## src/common/pofc_pkg.sv

```systemverilog
/*
 * Constants for the operand and result format selection block of the
 * public key engine: register offsets, field positions, reset values.
 * Assumes an AXI4-Lite master with 32-bit data and one clock domain.
 */
// Notes on behaviour
// - First operand affine bit set: point is affine, else Jacobian; curve operations only.
// - First operand Montgomery bit set: data already Montgomery form, else normal form.
// - Second operand affine bit set: point is affine, else Jacobian; curve operations only.
// - Second operand Montgomery bit set: data in Montgomery form, else normal form.
// - Modular multiply in a curve operation converts any operand with affine bit clear to Jacobian first.
// - Modular multiply converts any operand with Montgomery bit clear to Montgomery first.
// - Result affine bit set: result point affine, else Jacobian; curve operations only.
// - Result Montgomery bit set: result Montgomery form, else normal form.
package pofc_pkg;
  // ****************************************
  // Register map
  // ****************************************
  localparam logic [15:0] FMT_SEL_OFFSET = 16'h2050;
  localparam logic [15:0] RUN_CTRL_OFFSET = 16'h2054;
  localparam logic [15:0] STATUS_OFFSET = 16'h2058;
  localparam logic [7:0] FMT_SEL_RESET = 8'h2A;
  localparam int FMT_WIDTH = 6;
  // ****************************************
  // Field positions in the format byte
  // ****************************************
  localparam int FIRST_AFF_BIT = 0;
  localparam int FIRST_MON_BIT = 1;
  localparam int SECOND_AFF_BIT = 2;
  localparam int SECOND_MON_BIT = 3;
  localparam int RESULT_AFF_BIT = 4;
  localparam int RESULT_MON_BIT = 5;
  // Run control: bit 0 start, bit 1 curve operation, bit 2 modular multiply.
  localparam int RUN_START_BIT = 0;
  localparam int RUN_CURVE_BIT = 1;
  localparam int RUN_MULT_BIT = 2;
  localparam logic [1:0] RESP_OKAY = 2'h0;
  localparam logic [1:0] RESP_SLVERR = 2'h2;
  // Default run length of an operation in cycles.
  localparam int RUN_CYCLES_DEFAULT = 16;
  typedef enum logic [1:0] {ST_IDLE, ST_CONVERT, ST_RUN, ST_DELIVER} pofc_state_t;
endpackage

```

## src/hw/pofc_top.sv

```systemverilog
/*
 * Format selection register and the operand/result format steering of the
 * public key engine, with an AXI4-Lite slave and a small operation sequencer.
 * Assumes one 250 MHz clock, synchronous active-low reset, synchronous inputs.
 */
`timescale 1ns/1ps
module pofc_top import pofc_pkg::*; #(
  parameter int RUN_CYCLES = RUN_CYCLES_DEFAULT
) (
  // Clock, reset and enable
  input wire logic aclk,
  input wire logic aresetn,
  input wire logic clk_en,
  // AXI4-Lite write address and data
  input wire logic [15:0] s_axi_awaddr,
  input wire logic s_axi_awvalid,
  output logic s_axi_awready,
  input wire logic [31:0] s_axi_wdata,
  input wire logic [3:0] s_axi_wstrb,
  input wire logic s_axi_wvalid,
  output logic s_axi_wready,
  // AXI4-Lite write response
  output logic [1:0] s_axi_bresp,
  output logic s_axi_bvalid,
  input wire logic s_axi_bready,
  // AXI4-Lite read
  input wire logic [15:0] s_axi_araddr,
  input wire logic s_axi_arvalid,
  output logic s_axi_arready,
  output logic [31:0] s_axi_rdata,
  output logic [1:0] s_axi_rresp,
  output logic s_axi_rvalid,
  input wire logic s_axi_rready,
  // Format steering towards the arithmetic datapath, then engine busy and done
  output logic first_point_operand_to_jacobian,
  output logic first_point_operand_to_montgomery,
  output logic second_point_operand_to_jacobian,
  output logic second_point_operand_to_montgomery,
  output logic result_deliver_affine,
  output logic result_deliver_montgomery,
  output logic engine_busy,
  output logic engine_done
);
  // The run counter is 16 bits wide, so longer runs cannot be counted.
  if (RUN_CYCLES < 1 || RUN_CYCLES > 65535) begin : g_bad_run_cycles
    $error("RUN_CYCLES out of range");
  end

  // ****************************************
  // State
  // ****************************************
  typedef struct packed {
    logic awready;
    logic wready;
    logic [15:0] awaddr;
    logic aw_have;
    logic [31:0] wdata;
    logic [3:0] wstrb;
    logic w_have;
    logic bvalid;
    logic [1:0] bresp;
    logic arready;
    logic rvalid;
    logic [31:0] rdata;
    logic [1:0] rresp;
    logic [7:0] fmt;
    logic [FMT_WIDTH-1:0] latched;
    logic op_curve;
    logic op_mult;
    pofc_state_t state;
    logic [15:0] count;
    logic conv_first_jac;
    logic conv_first_mon;
    logic conv_second_jac;
    logic conv_second_mon;
    logic out_aff;
    logic out_mon;
    logic busy;
    logic done;
  } pofc_st_t;

  pofc_st_t st_reg;
  pofc_st_t st_next;
  logic start_req;

  // One write and one read are handled at a time; address and data are taken in either order.
  always_comb begin
    st_next = st_reg;
    start_req = 1'b0;
    if (s_axi_awvalid && st_reg.awready) begin
      st_next.awaddr = s_axi_awaddr;
      st_next.aw_have = 1'b1;
      st_next.awready = 1'b0;
    end
    if (s_axi_wvalid && st_reg.wready) begin
      st_next.wdata = s_axi_wdata;
      st_next.wstrb = s_axi_wstrb;
      st_next.w_have = 1'b1;
      st_next.wready = 1'b0;
    end
    if (st_reg.aw_have && st_reg.w_have && !st_reg.bvalid) begin
      st_next.aw_have = 1'b0;
      st_next.w_have = 1'b0;
      st_next.bvalid = 1'b1;
      st_next.bresp = RESP_OKAY;
      if ({st_reg.awaddr[15:2], 2'b00} == FMT_SEL_OFFSET) begin
        // Changes during a run only affect the next operation.
        if (st_reg.wstrb[0]) begin
          st_next.fmt = {2'b00, st_reg.wdata[5:0]};
        end
      end else if ({st_reg.awaddr[15:2], 2'b00} == RUN_CTRL_OFFSET) begin
        if (st_reg.wstrb[0] && st_reg.wdata[RUN_START_BIT]) begin
          start_req = 1'b1;
        end
      end else if ({st_reg.awaddr[15:2], 2'b00} != STATUS_OFFSET) begin
        st_next.bresp = RESP_SLVERR;
      end
    end
    if (st_reg.bvalid && s_axi_bready) begin
      st_next.bvalid = 1'b0;
      st_next.awready = 1'b1;
      st_next.wready = 1'b1;
    end
    // Read channel: the answer comes one cycle after the address is taken.
    if (s_axi_arvalid && st_reg.arready) begin
      st_next.arready = 1'b0;
      st_next.rvalid = 1'b1;
      st_next.rresp = RESP_OKAY;
      st_next.rdata = 32'h0000_0000;
      if ({s_axi_araddr[15:2], 2'b00} == FMT_SEL_OFFSET) begin
        st_next.rdata = {24'h00_0000, st_reg.fmt};
      end else if ({s_axi_araddr[15:2], 2'b00} == STATUS_OFFSET) begin
        st_next.rdata = {22'h0, st_reg.done, st_reg.busy, 2'b00, st_reg.latched};
      end else if ({s_axi_araddr[15:2], 2'b00} != RUN_CTRL_OFFSET) begin
        st_next.rresp = RESP_SLVERR;
      end
    end
    if (st_reg.rvalid && s_axi_rready) begin
      st_next.rvalid = 1'b0;
      st_next.arready = 1'b1;
    end
    // Operation sequencer.
    case (st_reg.state)
      ST_IDLE: begin
        if (start_req) begin
          // Snapshot of the format byte for the whole operation.
          st_next.latched = st_reg.fmt[FMT_WIDTH-1:0];
          // The kind is taken only here, so a start written during a run cannot alter it.
          st_next.op_curve = st_reg.wdata[RUN_CURVE_BIT];
          st_next.op_mult = st_reg.wdata[RUN_MULT_BIT];
          st_next.busy = 1'b1;
          st_next.done = 1'b0;
          st_next.state = ST_CONVERT;
        end
      end
      ST_CONVERT: begin
        // Affine bits count only for curve work; the multiply converts non-affine to Jacobian.
        st_next.conv_first_jac = st_reg.op_mult && st_reg.op_curve && !st_reg.latched[FIRST_AFF_BIT];
        st_next.conv_second_jac = st_reg.op_mult && st_reg.op_curve && !st_reg.latched[SECOND_AFF_BIT];
        // For a multiply, normal-form inputs are brought into Montgomery form first.
        st_next.conv_first_mon = st_reg.op_mult && !st_reg.latched[FIRST_MON_BIT];
        st_next.conv_second_mon = st_reg.op_mult && !st_reg.latched[SECOND_MON_BIT];
        st_next.count = 16'(RUN_CYCLES - 1);
        st_next.state = ST_RUN;
      end
      ST_RUN: begin
        if (st_reg.count == 16'h0000) begin
          st_next.state = ST_DELIVER;
        end else begin
          st_next.count = st_reg.count - 16'h0001;
        end
      end
      ST_DELIVER: begin
        // Result coordinates only apply to curve work; form always applies.
        st_next.out_aff = st_reg.op_curve && st_reg.latched[RESULT_AFF_BIT];
        st_next.out_mon = st_reg.latched[RESULT_MON_BIT];
        st_next.conv_first_jac = 1'b0;
        st_next.conv_first_mon = 1'b0;
        st_next.conv_second_jac = 1'b0;
        st_next.conv_second_mon = 1'b0;
        st_next.busy = 1'b0;
        st_next.done = 1'b1;
        st_next.state = ST_IDLE;
      end
      default: begin
        st_next.state = ST_IDLE;
      end
    endcase
  end

  // State register; the enable freezes everything.
  always_ff @(posedge aclk) begin
    if (!aresetn) begin
      st_reg <= '0;
      st_reg.awready <= 1'b1;
      st_reg.wready <= 1'b1;
      st_reg.arready <= 1'b1;
      st_reg.fmt <= FMT_SEL_RESET;
      st_reg.latched <= FMT_SEL_RESET[FMT_WIDTH-1:0];
      st_reg.state <= ST_IDLE;
    end else if (clk_en) begin
      st_reg <= st_next;
    end
  end

  // Outputs come straight from the state register.
  assign s_axi_awready = st_reg.awready;
  assign s_axi_wready = st_reg.wready;
  assign s_axi_bvalid = st_reg.bvalid;
  assign s_axi_bresp = st_reg.bresp;
  assign s_axi_arready = st_reg.arready;
  assign s_axi_rvalid = st_reg.rvalid;
  assign s_axi_rdata = st_reg.rdata;
  assign s_axi_rresp = st_reg.rresp;
  assign first_point_operand_to_jacobian = st_reg.conv_first_jac;
  assign first_point_operand_to_montgomery = st_reg.conv_first_mon;
  assign second_point_operand_to_jacobian = st_reg.conv_second_jac;
  assign second_point_operand_to_montgomery = st_reg.conv_second_mon;
  assign result_deliver_affine = st_reg.out_aff;
  assign result_deliver_montgomery = st_reg.out_mon;
  assign engine_busy = st_reg.busy;
  assign engine_done = st_reg.done;

  // ****************************************
  // Checks
  // ****************************************
  a_latch_held: assert property (@(posedge aclk) disable iff (!aresetn)
    (clk_en && st_reg.state != ST_IDLE) |=> $stable(st_reg.latched))
    else $error("format snapshot changed during an operation");
  a_first_mon_conv: assert property (@(posedge aclk) disable iff (!aresetn)
    (clk_en && st_reg.state == ST_CONVERT && st_reg.op_mult && !st_reg.latched[FIRST_MON_BIT])
      |=> first_point_operand_to_montgomery)
    else $error("first operand not converted to Montgomery form");
  a_second_mon_conv: assert property (@(posedge aclk) disable iff (!aresetn)
    (clk_en && st_reg.state == ST_CONVERT) |=>
      second_point_operand_to_montgomery == ($past(st_reg.op_mult) && !$past(st_reg.latched[SECOND_MON_BIT])))
    else $error("second operand Montgomery steering wrong");
  a_first_jac_conv: assert property (@(posedge aclk) disable iff (!aresetn)
    (clk_en && st_reg.state == ST_CONVERT) |=> first_point_operand_to_jacobian ==
      ($past(st_reg.op_mult) && $past(st_reg.op_curve) && !$past(st_reg.latched[FIRST_AFF_BIT])))
    else $error("first operand Jacobian steering wrong");
  a_second_jac_conv: assert property (@(posedge aclk) disable iff (!aresetn)
    (clk_en && st_reg.state == ST_CONVERT && !st_reg.op_curve) |=> !second_point_operand_to_jacobian)
    else $error("affine steering used outside curve work");
  a_first_aff_only: assert property (@(posedge aclk) disable iff (!aresetn)
    (clk_en && st_reg.state == ST_CONVERT && st_reg.latched[FIRST_AFF_BIT]) |=> !first_point_operand_to_jacobian)
    else $error("affine first operand converted");
  a_result_aff: assert property (@(posedge aclk) disable iff (!aresetn)
    (clk_en && st_reg.state == ST_DELIVER) |=>
      result_deliver_affine == ($past(st_reg.op_curve) && $past(st_reg.latched[RESULT_AFF_BIT])))
    else $error("result coordinate selection wrong");
  a_result_mon: assert property (@(posedge aclk) disable iff (!aresetn)
    (clk_en && st_reg.state == ST_DELIVER) |=> result_deliver_montgomery == $past(st_reg.latched[RESULT_MON_BIT]))
    else $error("result form selection wrong");
  a_first_mon_keep: assert property (@(posedge aclk) disable iff (!aresetn)
    (clk_en && st_reg.state == ST_CONVERT && st_reg.latched[FIRST_MON_BIT]) |=> !first_point_operand_to_montgomery)
    else $error("Montgomery first operand converted");
endmodule

```

## config.mk

```make
export PLATFORM = sky130hd
export DESIGN_NAME = pofc_top
export DESIGN_NICKNAME = d
export VERILOG_FILES = /design/src/common/pofc_pkg.sv /design/src/hw/pofc_top.sv
export SDC_FILE = /design/constraint.sdc
export NUM_CORES = 1
export LEC_CHECK = 0
export BUFFER_PORTS_ARGS = -buffer_cell sky130_fd_sc_hd__buf_2
export CORE_MARGIN = 2
export CORE_UTILIZATION = 50
export DETAILED_ROUTE_END_ITERATION = 16
export GPL_ROUTABILITY_DRIVEN = 0
export PLACE_DENSITY_LB_ADDON = 0.08
export SETUP_SLACK_MARGIN = 0.15
export SLEW_MARGIN = 20
export SYNTH_ARGS = -nofsm -noshare
export SYNTH_HDL_FRONTEND = slang
export SYNTH_SLANG_ARGS = --single-unit
```

## constraint.sdc

```tcl
create_clock -name aclk -period 2.3 [get_ports aclk]
set_input_delay 0.115 -clock aclk [delete_from_list [all_inputs] [get_ports aclk]]
set_output_delay 0.115 -clock aclk [all_outputs]
set_load 0.01 [all_outputs]
```

### Yosys cells after proc, flatten, opt, wreduce, memory -nomap -nowiden

Index checks and enable logic that the tools add are counted.

| cells by class | value |
|---|---|
| equality and inequality tests | 12 |
| reductions and logical operators | 47 |
| add/sub/neg operators | 1 |
| mux-type cells | 30 |

Operator list:

| cell | number |
|---|---|
| $eq A14 B12 Y1 const B | 4 |
| $mux W36 | 1 |
| $pmux W16 S2 | 1 |
| $ne A14 B12 Y1 const B | 2 |
| $reduce_and A2 Y1 | 12 |
| $mux W2 | 11 |
| $mux W10 | 2 |
| $reduce_bool A2 Y1 | 9 |
| $logic_not A16 Y1 | 1 |
| $mux W16 | 1 |
| $sub A16 B1 Y16 const B | 1 |
| $logic_and A1 B1 Y1 | 14 |
| $reduce_and A3 Y1 | 4 |
| $mux W1 | 10 |
| $pmux W2 S4 | 1 |
| $pmux W4 S2 | 1 |
| $ne A2 B2 Y1 const B | 3 |
| $logic_not A1 Y1 | 5 |
| $eq A2 B2 Y1 const B | 2 |
| $mux W4 | 1 |
| $pmux W2 S2 | 1 |
| $reduce_and A4 Y1 | 1 |
| $eq A2 B1 Y1 const B | 1 |
| $logic_not A2 Y1 | 1 |

| word-level totals | value |
|---|---|
| input port bits | 76 |
| output and inout bits | 49 |
| word-level logic and storage cells | 117 |
| register bits | 106 |

### Depth between registers and ports, before layout

Gate-level depths: netlist (run 1).

| logic depth | value |
|---|---|
| depth after elaboration | 7 |
| gate-level depth with buffers | 8 |
| gate-level depth less buffers | 7 |

### Worst setup path before layout (run 1)

OpenSTA, ideal clock, no wires.

| timing path | value |
|---|---|
| path type | register -> register |
| start point | register st_reg[24] in the netlist's numbering |
| end point | register st_reg[20] in the netlist's numbering |
| cell stages (with the launch flop) | 9 |
| path slack | 0.326 ns |
| setup time | 0.071 ns |
| data required time | 2.229 ns |
| period minus slack after synthesis | 1.974 ns |
| arrival | 1.903 ns |
| cells stage by stage | dfxtp_1 inv_1 ha_1 clkbuf_1 o21ai_0 nor3_4 nand3_2 or4_1 a21oi_1 |

| on the way | value |
|---|---|
| word-level cells in the longest chain between the ends | 3 |

Ends and longest elaborated chain:

| element | RTL line | RTL |
|---|---|---|
| from (decl) | pofc_top.sv:82 | `pofc_st_t st_reg;` |
| from (signal assigned) | pofc_top.sv:202 | `st_reg <= st_next;` |
| $eq A2 B2 Y1 / $eq A2 B1 Y1 (equally long branches) | pofc_top.sv:143 | `case (st_reg.state)` |
| $ne A2 B2 Y1 (no source line) / $reduce_bool A2 Y1 (equally long branches) | -- |  |
| $reduce_and A3 Y1 (no source line) | -- |  |

Several ways; a longest one is shown, not always the timed one.
A chain may end at the register's enable or synchronous reset.

### Final worst setup path (run 1)

| timing path | value |
|---|---|
| start point | register st_reg[8] in the netlist's numbering |
| end point | register st_reg[20] in the netlist's numbering |

| on the way | value |
|---|---|
| word-level cells in the longest chain between the ends | 3 |

Ends and longest elaborated chain:

| element | RTL line |
|---|---|
| $sub A16 B1 Y16 / $logic_not A16 Y1 (equally long branches) | pofc_top.sv:170, pofc_top.sv:167 |
| $mux W16 / $ne A2 B2 Y1 (equally long branches) | -- |
| $pmux W16 S2 / $reduce_and A3 Y1 (equally long branches) | -- |

Several ways; a longest one is shown, not always the timed one. The select of a mux whose other input is x is not followed.

==> reports/results.ini, run 1 <==
[outcome]
outcome=finished, final reports clean

[synth]
avgSynthCellArea_um2=8.95
ys_ff_latch=78
synth_edf_count=0
yosysWarnings=0
async_flop_share_pct=0
synth.distinct_cells=49
ys_seq_area_share_pct=42.7
synthFlopType=dfxtp_1
syn_inst=409
netlist_area_um2=3660

[finish]
final_area_um2=4100
multi_input_area_um2=1830
ff_latch_area_um2=1560
nFillCells=685
fin_nets=549
antenna_cells=0
largest_register_ffs=55
drive_above_1_share_pct=20.4
areaGrowthSynthToFinish_pct=12.1

[job]
drv_cap=0

[setup_path]
startpoint=st_reg[8]
critPathMaxStageDelay_ns=0.41
path_max_fanout=5
slowest_stage=dfxtp_1
reg2reg_from=st_reg[8]
crit_required_ns=2.57
cp_data_arrival_time_ns=2.16
cp_top_family=simple AND/OR/NAND/NOR gates
path_buf_inv=2
crit_chain=inv_1, ha_1, nor3b_1, nand3_1, buf_4, nand3_2, or4_1, a21oi_1
path_class=reg -> reg
cp-start-kind=register
cp-end-kind=register

[worst_hold_path]
holdCritPathClass=in -> reg
worstHoldStart=s_axi_awaddr[14]

[detailed_routing]
route.detailed.drc=0
num_vias=2881
dr.pass1.iters=4
drt-wirelength-per-cell_um=12.6
detail-route-antenna-nets=0
vias_per_cell=5.06
finalWirelength_mm=7.18
drt_iter0_markers=130

[grt]
grt_pass1_wl_mm=11.8
grtUsageTotal_pct=19.0
grt_pass1_vias=2588
gr-total-overflow=0
antenna_found_initial=0
grt_start_max_net_pins=58

[cts]
cts_tree=done
cts_hold_buffers=0
cts-root-buf=clkbuf_8
clock_latency_ns=0.34
clkTransAtPathRegs_ns=0.08
cts.sinks=78
cts_buffers=9
postCtsSetupRepairBufs=0
clockBufferDepth=2
cts_htree_levels=3
cts_resized=0

[floorplanning]
die_x_um=89.6
rows=31
die_y_um=89.6
initial_core_util_pct=51.0
dieArea_um2=8020
core_um2=7180
ioPinCount=125

[sta]
fin_tns_setup_ns=0
max_slew_margin_pct=56.9
rsz0062_at_grt=no
hold_violations=0
finalCritPeriodShare_pct=82.5
setup_viol_count_final=0
worstMarginPinSlew_ns=0.644
slew_viol_final=0
min_period_ns=1.90
finClkSkew_ns=0.00973
hold_slack_ns=0.0143
max_freq_ghz=0.527

[placement]
placed_area_um2=3940
hpwl_mm=5.13
port_buffers=65

[power_and_ir_drop]
power_density_nw_per_um2=590
p_total_mw=2.42
max-vdd-ir-drop_uv=362
leakage_nw=1.76

-- worst register-to-register path, stage by stage, from the launching register on --
cell     delay [ns]
dfxtp_1        0.41
inv_1          0.09
ha_1           0.21
nor3b_1        0.14
nand3_1        0.15
buf_4          0.17
nand3_2        0.09
or4_1          0.41
a21oi_1        0.16
-- cells in the final DEF (no fill, tap or decap), types with 3 or more instances in the layout --
cell      netlist  layout
a21boi_0       24      24
a21oi_1        16      16
a22oi_1         8       8
and3_1          8       8
buf_2           1      65
buf_4          36      10
clkbuf_8        0       9
clkinv_2        0       3
conb_1          1      26
dfxtp_1        78      78
ha_1            7       7
inv_1           7       7
mux2i_1        22      22
nand2_1        64      64
nand2b_1        4       4
nand3_1        10      10
nand3b_1        3       3
nand4_1         5       5
nand4b_1        4       4
nor2_1         14      14
nor2b_1        22      22
nor3_1          6       6
nor3b_1         3       3
nor4b_1         6       6
o21ai_0         6       6
xnor2_1         4       4
xor2_1          6       6
-- cell usage after synthesis, types with 3 or more instances --
cell       n  area, um2
nand2_1   64        240
a21oi_1   16       80.1
a22oi_1    8       60.1
nor3_1     6       30.0
nor2_1    14       52.6
nand2b_1   4       25.0
xor2_1     6       52.6
xnor2_1    4       35.0
dfxtp_1   78       1560
nand3_1   10       50.1
nor2b_1   22        138
nand4b_1   4       35.0
nor4b_1    6       52.6
nand4_1    5       31.3
mux2i_1   22        220
nand3b_1   3       22.5
and3_1     8       50.1
clkbuf_1  16       60.1
inv_1      7       26.3
ha_1       7       87.6
o21ai_0    6       30.0
nor3b_1    3       22.5
a21boi_0  24        180
buf_4     36        270
-- per-layer routing --
layer  vias to the layer above  global-route usage (%)  wire length, um
li1                       1468                       -                -
met1                      1322                    25.4             3490
met2                        78                    29.7             3160
met3                        13                    5.17              399
met4                         0                    6.51              128
met5                         -                       0                0
-- per-stage QoR --
step | worst slack, ns | std cells | util (%)
3_3_place_gp | 0.465 | 554 | 54.9
6_report | 0.402 | 569 | 57.2
4_1_cts | 0.384 | 569 | 57.2
5_1_grt | 0.174 | 569 | 57.2
3_5_place_dp | 0.414 | 554 | 54.9
2_1_floorplan | 0.326 | 434 | -
-- final timing paths --
kind,cells after the start,slack (ns),to
min,3,0.01,st_reg[133]
max,8,0.40,st_reg[20]
min reg2reg,2,0.46,s_axi_rdata[5]
max reg2reg,8,0.40,st_reg[20]
-- logic make-up (layout without fill, tap and decap cells) --
| group | Yosys count | in the layout | synth area share (%) |
|---|---|---|---|
| AO/OA/AOI/OAI | 70 | 70 | 13.2 |
| flip-flops | 78 | 78 | 42.7 |
| buffers and inverters | 61 | 97 | 9.98 |
| multiplexers | 22 | 22 | 6.02 |
| adder cells (fa/ha/maj) | 7 | 7 | 2.39 |
| AND/OR/NAND/NOR | 160 | 160 | 23.3 |
| XOR/XNOR | 10 | 10 | 2.39 |
| other | 1 | 26 | 0.102 |
-- where the power goes --
group / switching [mW] / total, mW / internal, mW
combinational: 0.0943 / 0.165 / 0.0705
sequential: 0.0159 / 1.39 / 1.38
clock: 0.479 / 0.862 / 0.383
-- final cells by class --
class | instances | area share (%)
Clock buffer | 9 | 3.02
Timing Repair Buffer | 75 | 9.76
Sequential cell | 78 | 38.1
Clock inverter | 6 | 0.946
Inverter | 7 | 0.641
Tap cell | 99 | 3.02
Multi-Input combinational cell | 295 | 44.5
Power figures use the tool's default switching activity.
==> run 2: changes to the inputs <==
--- a/config.mk
+++ b/config.mk
@@ -5,6 +5,7 @@
 export SDC_FILE = /design/constraint.sdc
 export NUM_CORES = 1
 export LEC_CHECK = 0
+export ABC_AREA = 1
 export BUFFER_PORTS_ARGS = -buffer_cell sky130_fd_sc_hd__buf_2
 export CORE_MARGIN = 2
 export CORE_UTILIZATION = 50
==> constraint.sdc (replaced) <==
create_clock -name aclk -period 1.88 [get_ports aclk]
set_input_delay 0.094 -clock aclk [delete_from_list [all_inputs] [get_ports aclk]]
set_output_delay 0.094 -clock aclk [all_outputs]
set_load 0.01 [all_outputs]
==> run 2 against run 1 <==
Fmax increased by 21%. Clock-buffer cell count unchanged. Sequential cell count unchanged. Design area increased by 12%. Largest cell class unchanged. Highest routed layer unchanged.
==> reports/results.ini, run 2 <==
[outcome]
outcome=finished, final reports clean

[cts]
cts_htree_levels=3
postCtsSetupRepairBufs=0
clockBufferDepth=2
cts_buffers=9
cts_tree=done
clkTransAtPathRegs_ns=0.09
clock_latency_ns=0.35
cts.sinks=78
cts-root-buf=clkbuf_8

[sta]
finClkSkew_ns=0.00807
setup_viol_count_final=0
worstMarginPinSlew_ns=0.645
min_period_ns=1.57
fin_tns_setup_ns=0
max_slew_margin_pct=57.0
rsz0062_at_grt=yes
max_freq_ghz=0.637
slew_viol_final=0
finalCritPeriodShare_pct=83.5
hold_violations=0

[grt]
gr-total-overflow=0
use_met3_pct=3.53
grt_pass1_vias=3387
met1_usage_pct=27.7
use_met2_pct=34.5
antenna_found_initial=0
grtUsageTotal_pct=21.1
grt_pass1_wl_mm=14.8
busiest_layer=met2
grt_start_max_net_pins=54

[synth]
async_flop_share_pct=0
synthFlopType=dfxtp_1
yosysMostFrequentCell=nand2_1
synth_common_cells=nand2_1, dfxtp_1, inv_1
synth_edf_count=0
netlist_area_um2=4060
yosys.area.top_type_share_pct=38.5
ys_ff_latch=78
synth_area_leader_cell=dfxtp_1
ys_seq_area_share_pct=38.5
syn_inst=586
yosysWarnings=0
avgSynthCellArea_um2=6.93
synth.distinct_cells=31
ys_top_cells_by_area=dfxtp_1, nand2_1, inv_1, buf_4, nand3_1

[power_and_ir_drop]
max-vdd-ir-drop_uv=433
leakage_nw=2.25
p_total_mw=3.54
power_density_nw_per_um2=769

[finish]
antenna_cells=0
nFillCells=759
areaGrowthSynthToFinish_pct=13.5
ff_latch_area_um2=1560
largest_register_ffs=55
fin_cells=752
final_common_cell=nand2_1
fin_nets=728
multi_input_area_um2=1970
drive_above_1_share_pct=17.7
final_cell_mix=nand2_1, dfxtp_1, inv_1

[setup_path]
reg2reg_from=st_reg[24]
cpMostUsedCell=nor2_1
cp_data_arrival_time_ns=1.83
path_class=reg -> reg
cp-start-kind=register
cp-end-kind=register
timing.rr.end=st_reg[22]
r2r_slack_ns=0.31
crit_required_ns=2.14
path_max_fanout=13
r2r_cells=8
critPathMaxStageDelay_ns=0.40
crit_chain=inv_1, ha_2, nor3_1, inv_1, nand2_4, nor2_1, nor2_1, nor2_1
slowest_stage=dfxtp_1

[floorplanning]
dieArea_um2=8850
core_um2=7810
ioPinCount=125
initial_core_util_pct=52.0
die_x_um=94.1
rows=32
die_y_um=94.1

[worst_hold_path]
min_path_cells=3
worstHoldStart=s_axi_wdata[2]
holdCritPathClass=in -> reg
holdPathEnd=st_reg[88]

[placement]
port_buffers=65
hpwl_mm=6.33
dp_cells=732

[detailed_routing]
dr.pass1.iters=4
vias_per_cell=4.88
route.detailed.drc=0
finalWirelength_mm=8.85
detail-route-antenna-nets=0
drt-wirelength-per-cell_um=11.8
num_vias=3667
drt_iter0_markers=160

[job]
drv_cap=0

## run 2: changes by cell type in the layout (fill, tap and decap cells not counted), sizes merged, moves of 24 or more
| cell | change |
|---|---|
| nor2 | +68 |
| a21boi | -24 |
| nand2 | +53 |
| nand3 | +47 |
| inv | +68 |
| a21oi | +37 |
## run 2: kinds of logic after synthesis
kind of cell             count (synthesis)  share of synthesized area [%]
AO/OA/AOI/OAI                           90                           11.8
XOR/XNOR                                 5                           1.08
adder cells (fa/ha/maj)                  7                           2.16
buffers and inverters                  129                           15.9
flip-flops                              78                           38.5
other                                    1                         0.0924
AND/OR/NAND/NOR                        276                           30.5
## run 2: critical path, delay by kind of cell, from the launching register on
family	cells	cell delay, ns
adders and majority gates	1	0.25
buffers and inverters	2	0.22
DFF	1	0.40
and+or+nand+nor	5	0.62
## run 2: layout make-up
| type | count | area share [%] |
|---|---|---|
| multi-input cells | 404 | 42.7 |
| flip-flops and latches | 78 | 33.9 |
| repair buffers | 77 | 9.24 |
| inverters | 75 | 6.11 |
| well taps | 102 | 2.77 |
| clock buffers | 9 | 2.69 |
| clock inverters | 7 | 2.61 |
## run 2: power breakdown
part | internal [mW] | switching (mW)
Clock | 0.887 | 0.650
Combinational | 0.103 | 0.174
Sequential | 1.70 | 0.0265
## run 2: how the worst max path moves through the flow
stage | startpoint | end | slack, ns | cells past startpoint
2_1_floorplan | st_reg[24] | st_reg[21] | 0.38 | 9
3_3_place_gp | st_reg[24] | st_reg[22] | 0.22 | 8
3_5_place_dp | st_reg[24] | st_reg[22] | 0.20 | 8
4_1_cts | st_reg[24] | st_reg[16] | 0.17 | 7
5_1_grt | st_reg[24] | st_reg[19] | 0.14 | 8
6_report | st_reg[24] | st_reg[22] | 0.31 | 8
## run 2: what timing repair did
action / 4_1_cts / 5_1_grt
resized for setup: 0 / 4
hold buffers: 4 / 0
endpoints found under the setup margin: 0 / 15
hold endpoints to repair: 4 / 0
## run 2: layer usage
metal	up-vias	wire length, um
met4	0	107
met2	79	4150
met3	7	333
met5	-	0
li1	1925	-
met1	1656	4260
## run 2: metrics by stage
step / setup WS (ns) / cell area, um2 / hold WS (ns) / utilization [%]
detailed placement: 0.196 / 4300 / 0.354 / 55.1
CTS: 0.171 / 4590 / 0.00935 / 58.7
global route: 0.141 / 4610 / 0.0249 / 59.0
floorplan: 0.377 / 4150 / 0.238 / -
global placement: 0.218 / 4300 / 0.351 / 55.1
finish: 0.310 / 4610 / 0.0191 / 59.0
